`config.mk`:
```
export PLATFORM = sky130hd
export DESIGN_NAME = slmc_top
export DESIGN_NICKNAME = d
export VERILOG_FILES = /design/src/slmc_pkg.sv /design/src/slmc_ir_filter.sv /design/src/slmc_top.sv
export SDC_FILE = /design/constraint.sdc
export NUM_CORES = 1
export LEC_CHECK = 0
export ABC_AREA = 1
export BUFFER_PORTS_ARGS = -buffer_cell sky130_fd_sc_hd__buf_2
export CELL_PAD_IN_SITES_DETAIL_PLACEMENT = 1
export CELL_PAD_IN_SITES_GLOBAL_PLACEMENT = 2
export CORE_ASPECT_RATIO = 2
export CORE_MARGIN = 2
export CORE_UTILIZATION = 37
export CTS_BUF_LIST = sky130_fd_sc_hd__clkbuf_4 sky130_fd_sc_hd__clkbuf_8
export DETAILED_ROUTE_END_ITERATION = 12
export GPL_ROUTABILITY_DRIVEN = 0
export PLACE_DENSITY_LB_ADDON = 0.25
export SETUP_SLACK_MARGIN = 0.05
export SYNTH_ARGS = -nofsm -noshare
export SYNTH_HDL_FRONTEND = slang
export SYNTH_HIERARCHICAL = 1
export SYNTH_SLANG_ARGS = --single-unit
```
`constraint.sdc`:
```
create_clock -name pclk -period 2.15 [get_ports pclk]
set_input_delay 0.215 -clock pclk [delete_from_list [all_inputs] [get_ports pclk]]
set_output_delay 0.215 -clock pclk [all_outputs]
set_load 0.1 [all_outputs]
```
`src/slmc_pkg.sv`:
```
// Constants and types for the serial line mode control block.
// Assumes a character core and baud generator on pclk beside it.
//
// How it works
// - IR receive filter uses an 8-bit down counter loaded from filter reg.
// - Falling edge on receive input starts the counter, one step per clock.
// - Rise before expiry stops the counter and reloads the filter value.
// - Counter at zero drives receiver input low for one bit period.
// - Line mode 0x8 selects IR mode with modulator and demodulator on.
// - IR transmit sends a 3/16 bit pulse per zero, nothing per one.
// - RS485 keeps normal framing with every framing setting usable.
// - In RS485 the request-to-send pin is inverse of all-sent flag.
// - Request-to-send stays high through a programmed transmit timeguard.
// - Modem mode drives DTR and RTS, watches DSR, DCD, CTS and RI.
// - Release command drives DTR or RTS high, assert command low.
// - Change on RI, DSR, DCD or CTS sets its own status change flag.
// - Reading channel status clears the four change flags; code clears only those the read returned, a new change wins.
// - In modem mode CTS high stops transmitter after current character.
// - Normal mode: receive pin to receiver, transmitter to transmit pin.
// - Echo mode copies receive pin to transmit pin, receiver still works.
// - Local loopback feeds transmitter to receiver, transmit pin high.
// - Remote loopback ties receive pin to transmit pin, core disabled.
`default_nettype none
package slmc_pkg;
    // ****************************************
    // Register offsets
    // ****************************************
    localparam logic [7:0]  ADDR_CMD    = 8'h00;
    localparam logic [7:0]  ADDR_MODE   = 8'h04;
    localparam logic [7:0]  ADDR_STAT   = 8'h14;
    localparam logic [7:0]  ADDR_RATIO  = 8'h40;
    localparam logic [7:0]  ADDR_IRF    = 8'h4c;
    // ****************************************
    // Field positions
    // ****************************************
    localparam int          MODE_LM_LSB = 0;
    localparam int          MODE_CH_LSB = 14;
    localparam int          CMD_DTR_ON  = 16;
    localparam int          CMD_DTR_OFF = 17;
    localparam int          CMD_RTS_ON  = 18;
    localparam int          CMD_RTS_OFF = 19;
    localparam int          STAT_FLG_LSB = 0;
    localparam int          STAT_LVL_LSB = 8;
    localparam int          STAT_HOLD   = 12;
    localparam int          RATIO_W     = 11;
    // ****************************************
    // Reset values
    // ****************************************
    localparam logic [31:0] MODE_RESET  = 32'h0000_0000;
    localparam logic [10:0] RATIO_RESET = 11'h174;
    localparam logic [7:0]  IRF_RESET   = 8'h00;
    // ****************************************
    // Line and channel modes
    // ****************************************
    localparam logic [3:0]  LM_NORMAL   = 4'h0;
    localparam logic [3:0]  LM_RS485    = 4'h1;
    localparam logic [3:0]  LM_MODEM    = 4'h3;
    localparam logic [3:0]  LM_IRDA     = 4'h8;
    localparam logic [1:0]  CH_NORMAL   = 2'h0;
    localparam logic [1:0]  CH_ECHO     = 2'h1;
    localparam logic [1:0]  CH_LOCAL    = 2'h2;
    localparam logic [1:0]  CH_REMOTE   = 2'h3;
    // ****************************************
    // Infrared timing in sample ticks
    // ****************************************
    localparam logic [4:0]  IR_BIT_TICKS   = 5'h10;
    localparam logic [3:0]  IR_PULSE_TICKS = 4'h3;
    typedef enum logic [1:0] {
        SLMC_IRF_IDLE,
        SLMC_IRF_COUNT,
        SLMC_IRF_LOW
    } slmc_irf_state_t;
endpackage
`default_nettype wire

```
`src/slmc_ir_filter.sv`:
```
// Infrared receive pulse filter.
// Assumes a synchronised receive level and a 16x bit sample tick.
`default_nettype none
module slmc_ir_filter
    import slmc_pkg::*;
(
    input  wire logic       pclk,
    input  wire logic       presetn,
    input  wire logic       ce,
    input  wire logic       rx_in,
    input  wire logic [7:0] filter_val,
    input  wire logic       sample_tick,
    output logic            rx_out
);
    // ****************************************
    // Filter state
    // ****************************************
    slmc_irf_state_t state;
    slmc_irf_state_t next_state;
    logic [7:0]      cnt;
    logic [4:0]      low_cnt;
    logic            rx_prev;
    wire             fall    = rx_prev & ~rx_in;
    wire             cnt_end = (cnt == 8'h00);
    wire             low_end = sample_tick &&
                               (low_cnt == IR_BIT_TICKS - 5'h01);

    always_comb begin
        next_state = state;
        case (state)
            SLMC_IRF_IDLE: begin
                if (fall) begin
                    next_state = SLMC_IRF_COUNT;
                end
            end
            SLMC_IRF_COUNT: begin
                if (rx_in) begin
                    next_state = SLMC_IRF_IDLE;
                end else if (cnt_end) begin
                    next_state = SLMC_IRF_LOW;
                end
            end
            SLMC_IRF_LOW: begin
                if (low_end) begin
                    next_state = SLMC_IRF_IDLE;
                end
            end
            default: next_state = SLMC_IRF_IDLE;
        endcase
    end

    always_ff @(posedge pclk or negedge presetn) begin
        if (!presetn) begin
            state   <= SLMC_IRF_IDLE;
            cnt     <= IRF_RESET;
            low_cnt <= 5'h00;
            rx_prev <= 1'b1;
            rx_out  <= 1'b1;
        end else if (ce) begin
            state   <= next_state;
            rx_prev <= rx_in;
            if (state == SLMC_IRF_COUNT && !rx_in && !cnt_end) begin
                cnt <= cnt - 8'h01;
            end else if (state != SLMC_IRF_COUNT || rx_in) begin
                cnt <= filter_val;
            end
            if (state != SLMC_IRF_LOW) begin
                low_cnt <= 5'h00;
            end else if (sample_tick) begin
                low_cnt <= low_cnt + 5'h01;
            end
            rx_out  <= (next_state != SLMC_IRF_LOW);
        end
    end
endmodule
`default_nettype wire

```
`src/slmc_top.sv`:
```
// Line mode control: IR, RS485, modem lines and channel test modes.
// Assumes the character core, bit tick and 16x sample tick on pclk.
//
// The placing of the registers and the APB register port are this design's own decisions.
`default_nettype none
module slmc_top
    import slmc_pkg::*;
(
    input  wire logic        pclk,
    input  wire logic        presetn,
    input  wire logic        ce,
    input  wire logic        psel,
    input  wire logic        penable,
    input  wire logic        pwrite,
    input  wire logic [7:0]  paddr,
    input  wire logic [31:0] pwdata,
    output logic [31:0]      prdata,
    output logic             pready,
    output logic             pslverr,
    input  wire logic        bit_tick,
    input  wire logic        sample_tick,
    input  wire logic        core_txd,
    input  wire logic        tx_all_sent_flag,
    input  wire logic        core_tx_timeguard,
    input  wire logic        core_tx_shifting,
    output logic             core_rxd,
    output logic             core_tx_enable,
    output logic             core_rx_enable,
    output logic [3:0]       line_mode,
    output logic [10:0]      clock_ratio_field,
    input  wire logic        rxd_pin,
    input  wire logic        cts_pin,
    input  wire logic        dsr_pin,
    input  wire logic        dcd_pin,
    input  wire logic        ri_pin,
    output logic             txd_pin,
    output logic             rts_pin,
    output logic             dtr_pin
);
    // ****************************************
    // Registers
    // ****************************************
    logic [31:0] mode_config_reg;
    logic [10:0] clock_ratio_reg;
    logic [7:0]  infrared_filter_reg;
    logic [3:0]  change_flags;
    logic [1:0]  channel_mode_field_act;
    logic        rts_reg;
    logic        dtr_reg;
    logic        tx_hold;
    logic [3:0]  sub_cnt;
    logic [31:0] next_prdata;

    // ****************************************
    // Pin synchronisers
    // ****************************************
    logic [4:0] pin_meta;
    logic [4:0] pin_sync;
    logic [4:0] pin_prev;
    wire  [4:0] pin_raw = {rxd_pin, cts_pin, dcd_pin, dsr_pin, ri_pin};

    always_ff @(posedge pclk or negedge presetn) begin
        if (!presetn) begin
            pin_meta <= 5'h1f;
            pin_sync <= 5'h1f;
            pin_prev <= 5'h1f;
        end else if (ce) begin
            pin_meta <= pin_raw;
            pin_sync <= pin_meta;
            pin_prev <= pin_sync;
        end
    end

    wire       rxd_s = pin_sync[4];
    wire       cts_s = pin_sync[3];
    wire [3:0] modem_lvl = pin_sync[3:0];
    wire [3:0] modem_chg = pin_sync[3:0] ^ pin_prev[3:0];

    // ****************************************
    // APB decode
    // ****************************************
    wire [7:0] word_addr = {paddr[7:2], 2'b00};
    wire hit_cmd   = (word_addr == ADDR_CMD);
    wire hit_mode  = (word_addr == ADDR_MODE);
    wire hit_stat  = (word_addr == ADDR_STAT);
    wire hit_ratio = (word_addr == ADDR_RATIO);
    wire hit_irf   = (word_addr == ADDR_IRF);
    wire hit_any   = hit_cmd | hit_mode | hit_stat | hit_ratio | hit_irf;
    wire setup     = psel & ~penable;
    wire access    = psel & penable;
    wire wr_ok     = access & pwrite & hit_any;
    wire wr_mode   = wr_ok & hit_mode;
    wire wr_cmd    = wr_ok & hit_cmd;
    wire wr_ratio  = wr_ok & hit_ratio;
    wire wr_irf    = wr_ok & hit_irf;
    wire rd_stat   = access & ~pwrite & hit_stat;

    assign pready  = 1'b1;
    assign pslverr = access & ~hit_any;

    wire [3:0] lm_field = mode_config_reg[MODE_LM_LSB +: 4];
    wire [1:0] ch_field = mode_config_reg[MODE_CH_LSB +: 2];
    wire mode_irda  = (lm_field == LM_IRDA);
    wire mode_rs485 = (lm_field == LM_RS485);
    wire mode_modem = (lm_field == LM_MODEM);

    // Status word: change flags, live levels, transmit hold
    wire [31:0] stat_word = (32'h0 | ({28'h0, change_flags} << STAT_FLG_LSB)
                            | ({28'h0, modem_lvl} << STAT_LVL_LSB)
                            | ({31'h0, tx_hold} << STAT_HOLD));

    always_comb begin
        next_prdata = 32'h0000_0000;
        if (hit_mode) begin
            next_prdata = mode_config_reg;
        end else if (hit_stat) begin
            next_prdata = stat_word;
        end else if (hit_ratio) begin
            next_prdata = {21'h0, clock_ratio_reg};
        end else if (hit_irf) begin
            next_prdata = {24'h0, infrared_filter_reg};
        end
    end

    // Read data is taken in the setup cycle and held for the access
    always_ff @(posedge pclk or negedge presetn) begin
        if (!presetn) begin
            prdata <= 32'h0000_0000;
        end else if (ce && setup) begin
            prdata <= pwrite ? 32'h0000_0000 : next_prdata;
        end
    end

    // ****************************************
    // Configuration registers
    // ****************************************
    always_ff @(posedge pclk or negedge presetn) begin
        if (!presetn) begin
            mode_config_reg     <= MODE_RESET;
            clock_ratio_reg     <= RATIO_RESET;
            infrared_filter_reg <= IRF_RESET;
        end else if (ce) begin
            if (wr_mode) begin
                mode_config_reg <= pwdata;
            end
            if (wr_ratio) begin
                clock_ratio_reg <= pwdata[RATIO_W-1:0];
            end
            if (wr_irf) begin
                infrared_filter_reg <= pwdata[7:0];
            end
        end
    end

    assign line_mode         = lm_field;
    assign clock_ratio_field = clock_ratio_reg;

    // ****************************************
    // Modem control and change flags
    // ****************************************
    // Only flags seen by the read are cleared, a new change wins
    wire [3:0] flag_clr = rd_stat ? prdata[STAT_FLG_LSB +: 4] : 4'h0;

    always_ff @(posedge pclk or negedge presetn) begin
        if (!presetn) begin
            change_flags <= 4'h0;
            rts_reg      <= 1'b1;
            dtr_reg      <= 1'b1;
            tx_hold      <= 1'b0;
        end else if (ce) begin
            change_flags <= (change_flags & ~flag_clr)
                            | modem_chg;
            if (wr_cmd && pwdata[CMD_DTR_OFF]) begin
                dtr_reg <= 1'b1;
            end else if (wr_cmd && pwdata[CMD_DTR_ON]) begin
                dtr_reg <= 1'b0;
            end
            if (wr_cmd && pwdata[CMD_RTS_OFF]) begin
                rts_reg <= 1'b1;
            end else if (wr_cmd && pwdata[CMD_RTS_ON]) begin
                rts_reg <= 1'b0;
            end
            if (!core_tx_shifting) begin
                tx_hold <= mode_modem & cts_s;
            end
        end
    end

    // ****************************************
    // Line driver and handshake outputs
    // ****************************************
    wire rts_next = mode_rs485 ? (~tx_all_sent_flag
                                  | core_tx_timeguard)
                               : rts_reg;

    // ****************************************
    // Channel mode, applied on bit boundary
    // ****************************************
    always_ff @(posedge pclk or negedge presetn) begin
        if (!presetn) begin
            channel_mode_field_act <= CH_NORMAL;
        end else if (ce && bit_tick) begin
            channel_mode_field_act <= ch_field;
        end
    end

    // ****************************************
    // Infrared modulator
    // ****************************************
    always_ff @(posedge pclk or negedge presetn) begin
        if (!presetn) begin
            sub_cnt <= 4'h0;
        end else if (ce) begin
            if (bit_tick) begin
                sub_cnt <= 4'h0;
            end else if (sample_tick && sub_cnt != 4'hf) begin
                sub_cnt <= sub_cnt + 4'h1;
            end
        end
    end

    wire ir_pulse = ~core_txd && (sub_cnt < IR_PULSE_TICKS);
    wire tx_src   = mode_irda ? ~ir_pulse : core_txd;

    // ****************************************
    // Infrared demodulator
    // ****************************************
    logic ir_rx;

    slmc_ir_filter u_ir_filter (
        .pclk        (pclk),
        .presetn     (presetn),
        .ce          (ce),
        .rx_in       (rxd_s),
        .filter_val  (infrared_filter_reg),
        .sample_tick (sample_tick),
        .rx_out      (ir_rx)
    );

    wire rx_src = mode_irda ? ir_rx : rxd_s;

    // ****************************************
    // Test mode routing
    // ****************************************
    logic next_txd;
    logic next_rxd;

    always_comb begin
        next_txd = tx_src;
        next_rxd = rx_src;
        case (channel_mode_field_act)
            CH_NORMAL: begin
                next_txd = tx_src;
                next_rxd = rx_src;
            end
            CH_ECHO: begin
                next_txd = rxd_s;
                next_rxd = rx_src;
            end
            CH_LOCAL: begin
                next_txd = 1'b1;
                next_rxd = core_txd;
            end
            CH_REMOTE: begin
                next_txd = rxd_s;
                next_rxd = 1'b1;
            end
            default: begin
                next_txd = tx_src;
                next_rxd = rx_src;
            end
        endcase
    end

    wire remote = (channel_mode_field_act == CH_REMOTE);

    always_ff @(posedge pclk or negedge presetn) begin
        if (!presetn) begin
            txd_pin        <= 1'b1;
            core_rxd       <= 1'b1;
            rts_pin        <= 1'b1;
            dtr_pin        <= 1'b1;
            core_tx_enable <= 1'b0;
            core_rx_enable <= 1'b0;
        end else if (ce) begin
            txd_pin        <= next_txd;
            core_rxd       <= next_rxd;
            rts_pin        <= rts_next;
            dtr_pin        <= dtr_reg;
            core_tx_enable <= ~remote & ~tx_hold;
            core_rx_enable <= ~remote;
        end
    end
endmodule
`default_nettype wire
```
After elaboration in Yosys (flattened, before gate mapping)
Cells that the tools add are included.

Bits in registers: 133. Output and inout bits: 55. Word-level logic and storage cells: 140.

$add $sub $neg: 3. $lt $le $gt $ge: 1. Equality and inequality tests: 17. Multiplexer cells: 26. Bitwise operators: 35. Reduce and logical (&&, ||, !) cells: 34.

Operators with widths (count): $mux 32 (4); $mux 8 (3); $reduce_and 2->1 (9); $logic_not 8->1 (2); $and 1x1->1 (14); $or 12x13->13 (1); $eq 6x5->1 const B (2); $mux 4 (3); $or 4x12->12 (1); $logic_and 1x1->1 (11); $mux 5 (2); $not 1->1 (10); $reduce_bool 2->1 (5); $mux 2 (4); $sub 8x1->8 const B (1); $mux 1 (7); $eq 2x2->1 const B (3); $eq 6x1->1 const B (1); $eq 6x3->1 const B (1); $pmux 1 s3 (2); $pmux 2 s3 (1); $add 5x1->5 const B (1); $eq 5x4->1 const B (1); $or 1x1->1 (5); 17 further kinds (22).

Logic depth before layout (Yosys ltp)
Depth in word-level cells: 10. Depth in mapped cells: 10. Mapped depth without buffers: 9.

By module
Netlist, hierarchy kept.

By module, submodules not included: slmc_top (times used 1, cells an instance 618, area each 5335.1 um^2, sequential area each 2934.1 um^2); slmc_ir_filter (times used 1, cells an instance 163, area each 1129.8 um^2, sequential area each 427.9 um^2).

Least setup slack after synthesis
OpenSTA, ideal clock, no wires.

Path type: input-to-output. From: input paddr[5]. To: output pslverr. Arrival: 2.027 ns. Data required time: 1.935 ns. Setup slack: -0.092 ns. Stages: 6. Path buffers: 2. Path through: nor2_2 buf_4 nand3_2 nand3_2 buf_2 nor2_1.

Longest elaborated chain between the ends: 7. Elaborated cells on any way between the ends: 11.

RTL lines: start, declared (RTL line slmc_top.sv:15) `input wire logic [7:0] paddr,`; $eq 6x1->1 or $logic_not 8->1 (tied branches) (RTL line slmc_top.sv:84, slmc_top.sv:83); $or 1x1->1 (3 in a row) (RTL line slmc_top.sv:88) `wire hit_any = hit_cmd | hit_mode | hit_stat | hit_ratio | hit_irf;`; $or 1x1->1 * (RTL line slmc_top.sv:88); $not 1->1 * (RTL line slmc_top.sv:99) `assign pslverr = access & ~hit_any;`; $and 1x1->1 * (RTL line slmc_top.sv:99); end, declared (RTL line slmc_top.sv:19) `output logic pslverr,`.

Mark *: on every way between the ends. The rest lies on a longest branch, timed or not.

Worst setup path in the final report
From: register u_ir_filter.cnt[0]. To: register u_ir_filter.cnt[1].

Longest elaborated chain between the ends: 5. Elaborated cells on any way between the ends: 7.

RTL lines: start, declared (RTL line slmc_ir_filter.sv:20) `logic [7:0] cnt;`; start signal, assigned (RTL line slmc_ir_filter.sv:63) `cnt <= cnt - 8'h01;`; start signal, assigned (RTL line slmc_ir_filter.sv:65) `cnt <= filter_val;`; branches (longest 5 deep; another with $sub 8x1->8).

Parallel ways; which one is timed is not known. A chain may end at the register's enable or synchronous reset.

==> impl_metrics.tcl <==
set metrics [dict create \
    status "completed" \
    synth_seq_cells 133 \
    setup_viol 0 \
    hold_path_class "in -> reg" \
    track_usage_pct 22.4 \
    critPathTopFamily "simple AND/OR/NAND/NOR gates" \
    synthFlopType "dfrtp_1" \
    grt_max_degree 62 \
    die_h_um 191 \
    cts_tree "built" \
    cap_violations 0 \
    cts-resized-gates 0 \
    end_kind "register" \
    avgSynthCellArea_um2 8.28 \
    synth-edff-count 0 \
    wirelength_mm 19.7 \
    layout-drive-gt1-share_pct 23.4 \
    report.final.hold_viol_count 0 \
    min_period_ns 1.77 \
    post-place-ws_ns 0.295 \
    htreeDepth 4 \
    relSlewSlack_pct 59.3 \
    insertion_delay_ns 0.46 \
    leakagePower_nw 4.12 \
    power_density_nw_per_um2 809 \
    clk_path_buf_depth 2 \
    rsz0062_at_grt "no" \
    crit_buf_inv 3 \
    ir_worst_vdd_mv 0.445 \
    cts.clk_slew.worst_paths_ns 0.08 \
    postCtsHoldBufs 22 \
    cts_sinks 133 \
    ys_types 32 \
    dr.pass1.iters 4 \
    grt_pass1_wl_mm 33.2 \
    vias 5848 \
    grt-ovfl-total 0 \
    hpwl_mm 14.4 \
    wire_per_inst_um 17.5 \
    cp_slowest_stage_delay_ns 0.40 \
    crit_type "reg -> reg" \
    drtAntennaViolNets 0 \
    initialDrtViolationCount 189 \
    cp.required_ns 2.49 \
    crit_chain "inv_1 -> ha_1 -> inv_1 -> nor2_1 -> nand3_2 -> nand2_2 -> inv_1 -> nand3_1 -> nand2_1" \
    timing.final.crit_share_pct 82.2 \
    start_util_pct 37.6 \
    seq_area_frac_synth_pct 52.0 \
    async_reset_ff_share_pct 100 \
    drc 0 \
    detail_route.vias_per_cell 5.18 \
    crit_start "u_ir_filter/cnt[0]" \
    numPortBuffers 108 \
    post-route-worst-setup-slack_ns 0.383 \
    worstReg2RegStart "u_ir_filter/cnt[0]" \
    setup_tns_ns 0 \
    post_cts_buffers 0 \
    fin_skew_ns 0.0131 \
    worst_pin_slew_ns 0.610 \
    die_w_um 97.5 \
    maxSlewViolCount 0 \
    slowest_stage "dfrtp_1" \
    diodes 0 \
    cp_common_cell "inv_1" \
    numCtsBuffers 17 \
    cp-start-kind "register" \
    nets 968 \
    ys.warnings.count 6 \
    grt_antenna_before_repair 0 \
    syn2layout_area_growth_pct 21.3 \
    coreArea_um2 17200 \
    grt_pass1_vias 6724 \
    cts_root_buffer "clkbuf_8" \
    die-area_um2 18600 \
    arrival_ns 2.11 \
    cp_max_fo 12 \
    syn-instance-count 781 \
    synthesis.nets 843 \
    worstHoldStart "pwdata[4]" \
    rows 68 \
    syn_area_um2 6460 \
    io_pins 112 \
    fmax_mhz 566 \
]
-- final cells by class --
cell class	instances	area, um^2
Tap cell	210	263
Fill cell	2119	9350
Clock inverter	9	103
Inverter	66	249
Clock buffer	23	292
Timing Repair Buffer	146	965
Sequential cell	133	3360
Multi-Input combinational cell	542	2610
-- report_power, final --
group / switching, mW / leakage, nW / internal [mW]
Combinational: 0.920 / 2.20 / 0.453
Sequential: 0.147 / 1.72 / 2.68
Clock: 1.01 / 0.199 / 1.13
Total: 2.08 / 4.12 / 4.27
-- metrics by stage --
step | utilization [%] | power, mW | instances | area, um^2 | hold WS, ns
finish | 45.6 | 6.34 | 1129 | 7840 | 0.0209
global route | 45.6 | 6.74 | 1129 | 7840 | 0.0165
detailed placement | 42.0 | 4.23 | 1075 | 7230 | 0.251
CTS | 45.6 | 6.44 | 1129 | 7840 | 0.00299
global placement | 42.0 | 4.15 | 1075 | 7230 | 0.240
floorplan | - | 3.80 | 781 | 6470 | -0.0806
-- worst paths after layout --
path	slack, ns	endpoint	depth (start not counted)
setup reg to reg	0.38	u_ir_filter/cnt[1]	9
max in group asynchronous	1.13	clock_ratio_field[2]	3
setup / recovery	0.38	u_ir_filter/cnt[1]	9
hold reg to reg	0.46	dtr_pin	2
min in group asynchronous	0.31	sub_cnt[0]	2
hold / removal	0.02	clock_ratio_field[4]	3
-- kinds of logic after synthesis --
| logic type | Yosys count | share of synthesized area (%) |
|---|---|---|
| buffers and inverters | 106 | 7.78 |
| XOR/XNOR | 1 | 0.135 |
| AND/OR/NAND/NOR | 460 | 32.0 |
| multiplexers | 1 | 0.155 |
| flip-flops | 133 | 52.0 |
| AO/OA/AOI/OAI | 74 | 6.93 |
| adder cells (fa/ha/maj) | 5 | 0.968 |
| other | 1 | 0.0580 |
-- cells in the mapped netlist, types with 3 or more instances --
library cell | count | area share (%)
a21oi_1 | 10 | 0.77
o21ai_0 | 40 | 3.1
dfrtp_1 | 106 | 41
nand2_1 | 274 | 16
buf_4 | 10 | 1.2
dfstp_2 | 27 | 11
nand4_1 | 64 | 6.2
ha_1 | 5 | 0.97
nor2_1 | 43 | 2.5
buf_6 | 6 | 1.0
nand3_1 | 50 | 3.9
nor2_2 | 7 | 0.68
nand2_2 | 5 | 0.48
o31ai_1 | 4 | 0.46
or2_2 | 4 | 0.39
inv_1 | 59 | 3.4
clkbuf_1 | 7 | 0.41
inv_2 | 5 | 0.29
buf_2 | 17 | 1.3
nand3_2 | 6 | 0.93
a31oi_1 | 3 | 0.29
a22o_1 | 17 | 2.3
-- worst min-delay path, stage by stage --
cell and delay (ns):
buf_2 0.12, nand4_1 0.08, nand2_1 0.05
-- layer usage --
layer | vias up | track usage [%] | share of wire [%]
met5 | - | 0 | 0
met1 | 2929 | 23.6 | 39
met4 | 0 | 7.75 | 1.9
met2 | 90 | 43.5 | 56
li1 | 2806 | - | -
met3 | 23 | 4.57 | 2.8
-- placed cells by master, fill, tap and decap left out, types with 19 or more instances in the layout --
| master | synthesis | routed |
|---|---|---|
| nand3_1 | 50 | 50 |
| nand4_1 | 64 | 64 |
| clkbuf_8 | 0 | 19 |
| inv_1 | 59 | 59 |
| nand2_1 | 274 | 274 |
| dfrtp_1 | 106 | 106 |
| o21ai_0 | 40 | 40 |
| buf_2 | 17 | 106 |
| dfstp_2 | 27 | 27 |
| dlygate4sd3_1 | 0 | 22 |
| nor2_1 | 43 | 42 |
No activity file was read; power rests on OpenSTA's default activity.
